$ cat src/scl_pkg.sv
// constants, field layouts and carrier types for the serial rom config loader
// assumes a single 200 MHz clock domain shared by the loader and its bus slave
package scl_pkg;

	// rom map positions handled by this loader
	localparam logic [7:0] ROM_FIRST = 8'h1A;
	localparam logic [7:0] ROM_RSVD_22 = 8'h22;
	localparam logic [7:0] ROM_CNT_MAIN = 8'h23;
	localparam logic [7:0] ROM_SSVID_LO = 8'h25;
	localparam logic [7:0] ROM_SSVID_HI = 8'h26;
	localparam logic [7:0] ROM_SSID_LO = 8'h27;
	localparam logic [7:0] ROM_SSID_HI = 8'h28;
	localparam logic [7:0] ROM_AUX_PTR = 8'h2A;
	localparam logic [7:0] ROM_CHECKSUM = 8'h33;
	localparam logic [7:0] ROM_MISC0 = 8'h35;
	localparam logic [7:0] ROM_MISC1 = 8'h36;
	localparam logic [7:0] ROM_FM_IND = 8'h3B;
	localparam logic [7:0] ROM_FM_CNT = 8'h3C;
	localparam logic [7:0] ROM_FM_SSVID_LO = 8'h3D;
	localparam logic [7:0] ROM_FM_SSVID_HI = 8'h3E;
	localparam logic [7:0] ROM_FM_SSID_LO = 8'h3F;
	localparam logic [7:0] ROM_FM_SSID_HI = 8'h40;
	localparam logic [7:0] ROM_MCTRL = 8'h41;
	localparam logic [7:0] ROM_EOL = 8'h42;

	// expected marker values
	localparam logic [7:0] EXP_CNT_MAIN = 8'h17;
	localparam logic [7:0] EXP_FM_IND = 8'h03;
	localparam logic [7:0] EXP_FM_CNT = 8'h05;
	localparam logic [7:0] EXP_EOL = 8'h80;
	localparam logic [7:0] AUX_NONE = 8'h00;

	// loadable bit masks
	localparam logic [7:0] MISC0_MASK = 8'h37;
	localparam logic [7:0] MISC1_MASK = 8'h8F;
	localparam logic [7:0] MCTRL_MASK = 8'h7F;

	// register byte offsets on the bus
	localparam logic [7:0] REG_CTRL = 8'h00;
	localparam logic [7:0] REG_STATUS = 8'h04;
	localparam logic [7:0] REG_SSID = 8'h08;
	localparam logic [7:0] REG_AUX = 8'h0C;
	localparam logic [7:0] REG_MISC = 8'h10;
	localparam logic [7:0] REG_FM_SSID = 8'h14;
	localparam logic [7:0] REG_MCTRL = 8'h18;

	// field positions
	localparam int CTRL_START_BIT = 0;
	localparam int ST_BUSY_BIT = 0;
	localparam int ST_DONE_BIT = 1;
	localparam int ST_ECNT_BIT = 2;
	localparam int ST_EIND_BIT = 3;
	localparam int ST_EFCNT_BIT = 4;
	localparam int ST_EEOL_BIT = 5;
	localparam int AUX_PRESENT_BIT = 8;

	localparam logic [1:0] RESP_OKAY = 2'h0;
	localparam logic [1:0] RESP_SLVERR = 2'h2;

	typedef struct packed {
		logic [15:0] ssvid;
		logic [15:0] ssid;
		logic [7:0] aux_ptr;
		logic [7:0] misc0;
		logic [7:0] misc1;
		logic [15:0] fm_ssvid;
		logic [15:0] fm_ssid;
		logic [7:0] mctrl;
	} scl_cfg_t;

	typedef struct packed {
		logic err_cnt;
		logic err_ind;
		logic err_fcnt;
		logic err_eol;
	} scl_err_t;

	localparam scl_cfg_t CFG_RESET = '0;
	localparam scl_err_t ERR_RESET = '0;

endpackage

$ cat src/scl_loader.sv
// serial rom config loader, tail of the power-up load map, with axi4-lite access
// assumes a byte reader on the same clock: takes an offset by valid/ready, returns one byte later
// Notes on behaviour
// RULE1: byte 23h is main count, expect 17h
// RULE2: bytes 25h-28h load subsystem vendor/subsystem ids
// RULE3: byte 2Ah is aux region pointer, 00h none
// RULE4: checksum byte 33h loads nothing
// RULE5: byte 35h loads misc byte0 bits 5,4,2,1,0
// RULE6: byte 36h loads misc byte1 bits 7,3,2,1,0
// RULE7: byte 3Bh is flash indicator, expect 03h
// RULE8: byte 3Ch is flash count, expect 05h
// RULE9: bytes 3Dh-40h load flash function ids
// RULE10: byte 41h bits 6-0 load control, bit7 kept
// RULE11: stop at end marker 80h, keep values
// RULE12: reserved positions skipped, reading continues
//
// Chosen here: the placing of the registers and the AXI4-Lite interface to the registers.
module scl_loader (
	input wire logic mclk,
	input wire logic reset_n,
	output logic rom_req_valid,
	input wire logic rom_req_ready,
	output logic [7:0] rom_req_addr,
	input wire logic rom_rsp_valid,
	input wire logic [7:0] rom_rsp_data,
	output scl_pkg::scl_cfg_t cfg_out,
	output logic load_busy,
	output logic load_done,
	input wire logic [7:0] s_axi_awaddr,
	input wire logic s_axi_awvalid,
	output logic s_axi_awready,
	input wire logic [31:0] s_axi_wdata,
	input wire logic [3:0] s_axi_wstrb,
	input wire logic s_axi_wvalid,
	output logic s_axi_wready,
	output logic [1:0] s_axi_bresp,
	output logic s_axi_bvalid,
	input wire logic s_axi_bready,
	input wire logic [7:0] s_axi_araddr,
	input wire logic s_axi_arvalid,
	output logic s_axi_arready,
	output logic [31:0] s_axi_rdata,
	output logic [1:0] s_axi_rresp,
	output logic s_axi_rvalid,
	input wire logic s_axi_rready
);

	typedef enum {
		ST_IDLE,
		ST_REQ,
		ST_WAIT
	} scl_state_t;

	// bus-side state
	logic aw_held_ff, nxt_aw_held;
	logic [7:0] aw_addr_ff, nxt_aw_addr;
	logic w_held_ff, nxt_w_held;
	logic [31:0] w_data_ff, nxt_w_data;
	logic [3:0] w_strb_ff, nxt_w_strb;
	logic bvalid_ff, nxt_bvalid;
	logic [1:0] bresp_ff, nxt_bresp;
	logic rvalid_ff, nxt_rvalid;
	logic [1:0] rresp_ff, nxt_rresp;
	logic [31:0] rdata_ff, nxt_rdata;

	// loader state
	scl_state_t state_ff, nxt_state;
	logic [7:0] addr_ff, nxt_addr;
	logic start_ff, nxt_start;
	logic done_ff, nxt_done;
	scl_pkg::scl_cfg_t cfg_ff, nxt_cfg;
	scl_pkg::scl_err_t err_ff, nxt_err;

	logic wr_fire;
	logic [31:0] reg_rd;

	// true when the byte offset names a mapped register
	function automatic logic reg_mapped(input logic [7:0] a);
		reg_mapped = (a == scl_pkg::REG_CTRL) || (a == scl_pkg::REG_STATUS) || (a == scl_pkg::REG_SSID) ||
			(a == scl_pkg::REG_AUX) || (a == scl_pkg::REG_MISC) || (a == scl_pkg::REG_FM_SSID) ||
			(a == scl_pkg::REG_MCTRL);
	endfunction

	// byte-lane merge for software writes
	function automatic logic [7:0] lane(input logic [7:0] old, input logic [31:0] d, input logic [3:0] s,
		input int k);
		lane = s[k] ? d[8*k +: 8] : old;
	endfunction

	assign wr_fire = aw_held_ff && w_held_ff && !bvalid_ff;
	assign s_axi_awready = !aw_held_ff && !bvalid_ff;
	assign s_axi_wready = !w_held_ff && !bvalid_ff;
	assign s_axi_arready = !rvalid_ff;
	assign s_axi_bvalid = bvalid_ff;
	assign s_axi_bresp = bresp_ff;
	assign s_axi_rvalid = rvalid_ff;
	assign s_axi_rresp = rresp_ff;
	assign s_axi_rdata = rdata_ff;

	assign rom_req_valid = (state_ff == ST_REQ);
	assign rom_req_addr = addr_ff;
	assign cfg_out = cfg_ff;
	assign load_busy = (state_ff != ST_IDLE);
	assign load_done = done_ff;

	always_comb begin
		reg_rd = 32'h0000_0000;
		case (s_axi_araddr)
			scl_pkg::REG_STATUS: begin
				reg_rd[scl_pkg::ST_BUSY_BIT] = load_busy;
				reg_rd[scl_pkg::ST_DONE_BIT] = done_ff;
				reg_rd[scl_pkg::ST_ECNT_BIT] = err_ff.err_cnt;
				reg_rd[scl_pkg::ST_EIND_BIT] = err_ff.err_ind;
				reg_rd[scl_pkg::ST_EFCNT_BIT] = err_ff.err_fcnt;
				reg_rd[scl_pkg::ST_EEOL_BIT] = err_ff.err_eol;
			end
			scl_pkg::REG_SSID: reg_rd = {cfg_ff.ssid, cfg_ff.ssvid};
			scl_pkg::REG_AUX: begin
				reg_rd[7:0] = cfg_ff.aux_ptr;
				reg_rd[scl_pkg::AUX_PRESENT_BIT] = (cfg_ff.aux_ptr != scl_pkg::AUX_NONE); // RULE3
			end
			scl_pkg::REG_MISC: reg_rd[15:0] = {cfg_ff.misc1, cfg_ff.misc0};
			scl_pkg::REG_FM_SSID: reg_rd = {cfg_ff.fm_ssid, cfg_ff.fm_ssvid};
			scl_pkg::REG_MCTRL: reg_rd[7:0] = cfg_ff.mctrl;
			default: reg_rd = 32'h0000_0000;
		endcase
	end

	// bus slave: address and data may arrive in either order, response once both are held
	always_comb begin
		nxt_aw_held = aw_held_ff;
		nxt_aw_addr = aw_addr_ff;
		nxt_w_held = w_held_ff;
		nxt_w_data = w_data_ff;
		nxt_w_strb = w_strb_ff;
		nxt_bvalid = bvalid_ff;
		nxt_bresp = bresp_ff;
		nxt_rvalid = rvalid_ff;
		nxt_rresp = rresp_ff;
		nxt_rdata = rdata_ff;
		if (s_axi_awvalid && s_axi_awready) begin
			nxt_aw_held = 1'b1;
			nxt_aw_addr = s_axi_awaddr;
		end
		if (s_axi_wvalid && s_axi_wready) begin
			nxt_w_held = 1'b1;
			nxt_w_data = s_axi_wdata;
			nxt_w_strb = s_axi_wstrb;
		end
		if (wr_fire) begin
			nxt_aw_held = 1'b0;
			nxt_w_held = 1'b0;
			nxt_bvalid = 1'b1;
			nxt_bresp = reg_mapped(aw_addr_ff) ? scl_pkg::RESP_OKAY : scl_pkg::RESP_SLVERR;
		end else if (bvalid_ff && s_axi_bready) begin
			nxt_bvalid = 1'b0;
		end
		if (s_axi_arvalid && s_axi_arready) begin
			nxt_rvalid = 1'b1;
			nxt_rdata = reg_rd;
			nxt_rresp = reg_mapped(s_axi_araddr) ? scl_pkg::RESP_OKAY : scl_pkg::RESP_SLVERR;
		end else if (rvalid_ff && s_axi_rready) begin
			nxt_rvalid = 1'b0;
		end
	end

	always_ff @(posedge mclk or negedge reset_n) begin
		if (!reset_n) begin
			aw_held_ff <= 1'b0;
			aw_addr_ff <= 8'h00;
			w_held_ff <= 1'b0;
			w_data_ff <= 32'h0000_0000;
			w_strb_ff <= 4'h0;
			bvalid_ff <= 1'b0;
			bresp_ff <= scl_pkg::RESP_OKAY;
			rvalid_ff <= 1'b0;
			rresp_ff <= scl_pkg::RESP_OKAY;
			rdata_ff <= 32'h0000_0000;
		end else begin
			aw_held_ff <= nxt_aw_held;
			aw_addr_ff <= nxt_aw_addr;
			w_held_ff <= nxt_w_held;
			w_data_ff <= nxt_w_data;
			w_strb_ff <= nxt_w_strb;
			bvalid_ff <= nxt_bvalid;
			bresp_ff <= nxt_bresp;
			rvalid_ff <= nxt_rvalid;
			rresp_ff <= nxt_rresp;
			rdata_ff <= nxt_rdata;
		end
	end

	// loader walk and configuration fields; a rom byte landing in the same cycle as a
	// software write to the same field wins, so a load is never partly undone
	always_comb begin
		nxt_state = state_ff;
		nxt_addr = addr_ff;
		nxt_start = start_ff;
		nxt_done = done_ff;
		nxt_cfg = cfg_ff;
		nxt_err = err_ff;
		if (wr_fire) begin
			case (aw_addr_ff)
				scl_pkg::REG_CTRL: if (w_strb_ff[0] && w_data_ff[scl_pkg::CTRL_START_BIT]) nxt_start = 1'b1;
				scl_pkg::REG_MISC: begin
					nxt_cfg.misc0 = lane(cfg_ff.misc0, w_data_ff, w_strb_ff, 0);
					nxt_cfg.misc1 = lane(cfg_ff.misc1, w_data_ff, w_strb_ff, 1);
				end
				scl_pkg::REG_MCTRL: nxt_cfg.mctrl = lane(cfg_ff.mctrl, w_data_ff, w_strb_ff, 0);
				default: nxt_cfg = nxt_cfg;
			endcase
		end
		case (state_ff)
			ST_IDLE: begin
				if (start_ff) begin
					// a start written as this load begins is kept for the next load, not lost
					nxt_start = wr_fire && (aw_addr_ff == scl_pkg::REG_CTRL) && w_strb_ff[0] &&
						w_data_ff[scl_pkg::CTRL_START_BIT];
					nxt_done = 1'b0;
					nxt_err = scl_pkg::ERR_RESET;
					nxt_addr = scl_pkg::ROM_FIRST;
					nxt_state = ST_REQ;
				end
			end
			ST_REQ: begin
				if (rom_req_ready) nxt_state = ST_WAIT;
			end
			ST_WAIT: begin
				if (rom_rsp_valid) begin
					case (addr_ff)
						scl_pkg::ROM_CNT_MAIN: nxt_err.err_cnt = (rom_rsp_data != scl_pkg::EXP_CNT_MAIN); // RULE1
						scl_pkg::ROM_SSVID_LO: nxt_cfg.ssvid[7:0] = rom_rsp_data; // RULE2
						scl_pkg::ROM_SSVID_HI: nxt_cfg.ssvid[15:8] = rom_rsp_data; // RULE2
						scl_pkg::ROM_SSID_LO: nxt_cfg.ssid[7:0] = rom_rsp_data; // RULE2
						scl_pkg::ROM_SSID_HI: nxt_cfg.ssid[15:8] = rom_rsp_data; // RULE2
						scl_pkg::ROM_AUX_PTR: nxt_cfg.aux_ptr = rom_rsp_data; // RULE3
						scl_pkg::ROM_MISC0: nxt_cfg.misc0 = (cfg_ff.misc0 & ~scl_pkg::MISC0_MASK) |
							(rom_rsp_data & scl_pkg::MISC0_MASK); // RULE5
						scl_pkg::ROM_MISC1: nxt_cfg.misc1 = (cfg_ff.misc1 & ~scl_pkg::MISC1_MASK) |
							(rom_rsp_data & scl_pkg::MISC1_MASK); // RULE6
						scl_pkg::ROM_FM_IND: nxt_err.err_ind = (rom_rsp_data != scl_pkg::EXP_FM_IND); // RULE7
						scl_pkg::ROM_FM_CNT: nxt_err.err_fcnt = (rom_rsp_data != scl_pkg::EXP_FM_CNT); // RULE8
						scl_pkg::ROM_FM_SSVID_LO: nxt_cfg.fm_ssvid[7:0] = rom_rsp_data; // RULE9
						scl_pkg::ROM_FM_SSVID_HI: nxt_cfg.fm_ssvid[15:8] = rom_rsp_data; // RULE9
						scl_pkg::ROM_FM_SSID_LO: nxt_cfg.fm_ssid[7:0] = rom_rsp_data; // RULE9
						scl_pkg::ROM_FM_SSID_HI: nxt_cfg.fm_ssid[15:8] = rom_rsp_data; // RULE9
						scl_pkg::ROM_MCTRL: nxt_cfg.mctrl = (cfg_ff.mctrl & ~scl_pkg::MCTRL_MASK) |
							(rom_rsp_data & scl_pkg::MCTRL_MASK); // RULE10
						scl_pkg::ROM_EOL: nxt_err.err_eol = (rom_rsp_data != scl_pkg::EXP_EOL); // RULE11
						// checksum, reserved and earlier-map positions fall here and load nothing
						default: nxt_cfg = nxt_cfg; // RULE4 RULE12
					endcase
					if (addr_ff == scl_pkg::ROM_EOL) begin
						// the last position ends the walk even with a bad marker, flagged instead
						nxt_state = ST_IDLE; // RULE11
						nxt_done = 1'b1;
					end else begin
						nxt_addr = addr_ff + 8'h01; // RULE12
						nxt_state = ST_REQ;
					end
				end
			end
			default: nxt_state = ST_IDLE;
		endcase
	end

	always_ff @(posedge mclk or negedge reset_n) begin
		if (!reset_n) begin
			state_ff <= ST_IDLE;
			addr_ff <= scl_pkg::ROM_FIRST;
			start_ff <= 1'b1;
			done_ff <= 1'b0;
			cfg_ff <= scl_pkg::CFG_RESET;
			err_ff <= scl_pkg::ERR_RESET;
		end else begin
			state_ff <= nxt_state;
			addr_ff <= nxt_addr;
			start_ff <= nxt_start;
			done_ff <= nxt_done;
			cfg_ff <= nxt_cfg;
			err_ff <= nxt_err;
		end
	end

endmodule // scl_loader

$ cat config.mk
export PLATFORM = sky130hd
export DESIGN_NAME = scl_loader
export DESIGN_NICKNAME = d
export VERILOG_FILES = /design/src/scl_pkg.sv /design/src/scl_loader.sv
export SDC_FILE = /design/constraint.sdc
export NUM_CORES = 1
export LEC_CHECK = 0
export ABC_AREA = 0
export BUFFER_PORTS_ARGS = -buffer_cell sky130_fd_sc_hd__buf_4
export CAP_MARGIN = 20
export CORE_MARGIN = 1
export CORE_UTILIZATION = 57
export CTS_BUF_LIST = sky130_fd_sc_hd__clkbuf_16
export DETAILED_ROUTE_END_ITERATION = 12
export GPL_TIMING_DRIVEN = 0
export PLACE_DENSITY = 0.93
export SLEW_MARGIN = 20
export SYNTH_ARGS = -nofsm -noshare
export SYNTH_HDL_FRONTEND = slang
export SYNTH_SLANG_ARGS = --single-unit
$ cat constraint.sdc
create_clock -name mclk -period 5.1 [get_ports mclk]
set_input_delay 1.02 -clock mclk [delete_from_list [all_inputs] [get_ports mclk]]
set_output_delay 1.02 -clock mclk [all_outputs]
set_load 0.01 [all_outputs]
==> results.toml <==
[finish]
final.fill_count = 904
drive_gt1_share_pct = 39.9
syn2layout_area_growth_pct = 28.2
nNetsFinal = 965
final_area_mm2 = 0.0104
num_antenna_cells = 0

[clocking]
cts_max_path_buffers = 2
worstSkewPairLatency_ns = 0.44
cts_max_level = 4
hold_buffers = 0
post-cts-setup-buffers = 0
cts_buffers = 17
clockRootBuffer = "clkbuf_16"
postCtsResizedCells = 0
cts_tree = "yes"
cts_sinks = 176
clk_pin_slew_ns = 0.07

[yosys]
synth_flop_cell = "dfrtp_1"
syn_area_mm2 = 0.00808
ys_warn_count = 0
seq_area_frac_synth_pct = 54.5
ys_ff_latch = 176
synth_top_area_cell = "dfrtp_1"
synth_cell_types = 64
synth_edf_count = 0
synth_cells = 675
yosysMostFrequentCell = "dfrtp_1"
synthTopCellsByArea = "dfrtp_1, mux2_2, mux2i_1, nor2_1, o21ai_0"
synthTopCellsByCount = "dfrtp_1, mux2_2, nor2_1"
synth_top_area_share_pct = 53.2
syn_avg_cell_area_um2 = 12.0
synthArstFlopShare_pct = 100

[power_and_ir_drop]
p_comb_share_pct = 22.6
pwr-share-seq_pct = 46.7
ir_worst_vdd_mv = 0.339
clockPowerShare_pct = 30.8
p_switching_mw = 1.23
total_leakage_power_nw = 5.03
p_int_mw = 2.74
power.density_mw_per_mm2 = 383
switching_share_pct = 30.9

[route]
drt_wl_total_um = 23400
dr.pass1.iters = 5
first_iter_violations = 598
via_per_inst = 6.21
drc_errors = 0
wl_per_cell_um = 21.6
antenna_left = 0
dr_total_vias = 6738

[sta]
clock_skew_ns = 0.0139
setup-tns-final_ns = 0
rsz0062_at_grt = "false"
finalMaxSlewViolations = 0
fin_crit_sh_pct = 53.4
final-hold-violation-count = 0
fmax_ghz = 0.367
relSlewSlack_pct = 31.0
period_needed_ns = 2.72
worstMarginPinSlew_ns = 1.02
finalSetupViolCount = 0

[global_routing]
antenna_found_initial = 0
grt_pass1_vias = 6533
grt_overflow_total = 0
grt_max_degree = 101
grt_pass1_wl_um = 36100
grt_use_total_pct = 33.2

[floorplanning]
initial_utilization_pct = 58.2
num_rows = 43
dieArea_mm2 = 0.0147
die_h_um = 121
pin_count = 217
die_w_um = 121
core_area_mm2 = 0.0139

[min_path]
hold_path_class = "flip-flop to flip-flop"

[place]
portBuffers = 196
placedInstanceArea_mm2 = 0.00982
dpl.hpwl_um = 16600
gp_congestion = 0.900

[critical_path]
worstPathCellList = "clkbuf_1 > or2_2 > buf_4"
crit_slowest_cell = "or2_2"
startpoint_type = "flip-flop"
setup.worst_path.class = "flip-flop to primary output"
crit_path_max_incr_delay_ns = 0.43
cp.required_ns = 4.08
worstSetupEndpointType = "primary output"
worstPathArrival_ns = 1.70
critical_path.max_fanout = 10

[run]
maxCapViolations = 0

[outcome]
outcome = "finished, final reports clean"
## cell usage in the layout, fill, tap and decap left out, types with 6 or more instances in the layout
cell,count
nand4_1,6
a221oi_1,16
nor2b_1,6
mux2i_1,43
nand2_1,34
nand3_1,6
nor2_1,71
nand2b_1,9
clkbuf_16,17
buf_4,198
clkbuf_1,33
mux2_2,97
inv_1,12
a31oi_1,9
o21ai_0,30
mux2_4,8
dfrtp_1,172
a22oi_1,6
a21oi_1,25
## metal layers
layer  vias up  track usage [%]  part of all wire (%)
li1       2880                -                     -
met1      3337             41.5                    38
met2       435             52.8                    48
met3        86             8.83                   9.6
met4         0             17.4                   4.3
met5         -                0                     0
## power by group through the flow
stage          clock, mW  sequential, mW  combinational [mW]
2_1_floorplan          0            1.84               0.491
3_3_place_gp           0            1.85               0.857
3_5_place_dp           0            1.86               0.887
4_1_cts             1.23            1.85               0.895
5_1_grt             1.29            1.88               0.977
6_report            1.22            1.85               0.896
## through the flow
stage | hold slack, ns | utilization, % | std cells | total power [mW] | setup slack (ns)
after floorplan | 0.449 | - | 676 | 2.34 | 2.54
after global placement | 0.464 | 70.5 | 1052 | 2.70 | 2.03
after detailed placement | 0.471 | 70.7 | 1053 | 2.75 | 2.04
after CTS | 0.486 | 74.6 | 1085 | 3.97 | 2.38
after global routing | 0.500 | 74.6 | 1085 | 4.14 | 2.28
final | 0.486 | 74.6 | 1085 | 3.97 | 2.38
## worst max-delay path, delay by kind of cell (launching register included)
family        cells  cell delay [ns]
simple gates      1             0.43
buf+inv           2             0.42
flops             1             0.42
## flip-flops by register name, indices dropped and copies added (netlist names)
name          flops
err_ff            4
load_done         1
s_axi_rdata      32
aw_held_ff        1
rom_req_addr      8
w_held_ff         1
aw_addr_ff        8
w_data_ff        16
s_axi_rresp       1
start_ff          1
s_axi_rvalid      1
s_axi_bvalid      1
cfg_out          96
state_ff          2
s_axi_bresp       1
w_strb_ff         2
## area by class of cell
class                           count  area (um^2)  share of cell area, %
Tap cell                          180          225                   2.17
Clock buffer                       17          425                   4.11
Multi-Input combinational cell    446         3440                   33.2
Timing Repair Buffer              197         1510                   14.5
Clock inverter                     15          116                   1.12
Buffer                             43          193                   1.86
Sequential cell                   176         4410                   42.6
Inverter                           11         41.3                  0.399
## cells by family (layout without fill, tap and decap cells)
| group | count (synthesis) | in the layout | share of synthesized area [%] |
|---|---|---|---|
| compound gates | 113 | 113 | 9.18 |
| buf+inv | 54 | 283 | 2.89 |
| simple gates | 178 | 178 | 12.1 |
| flops | 176 | 176 | 54.5 |
| other cells | 1 | 2 | 0.0464 |
| fa+ha+maj | 4 | 4 | 0.619 |
| mux | 149 | 149 | 20.6 |
## path summary, 6_finish.rpt
check	endpoint	depth (start not counted)	from	slack (ns)
max in group asynchronous	w_strb_ff[0]	2	reset_n	3.70
max reg2reg	cfg_out[55]	6	rom_req_addr[1]	2.45
min in group asynchronous	cfg_out[17]	1	reset_n	0.53
min reg2reg	s_axi_rdata[13]	2	s_axi_rdata[13]	0.49
max	load_busy	3	state_ff[1]	2.38
min	s_axi_rdata[13]	2	s_axi_rdata[13]	0.49
Note: power is estimated with default switching activity, not from simulation.
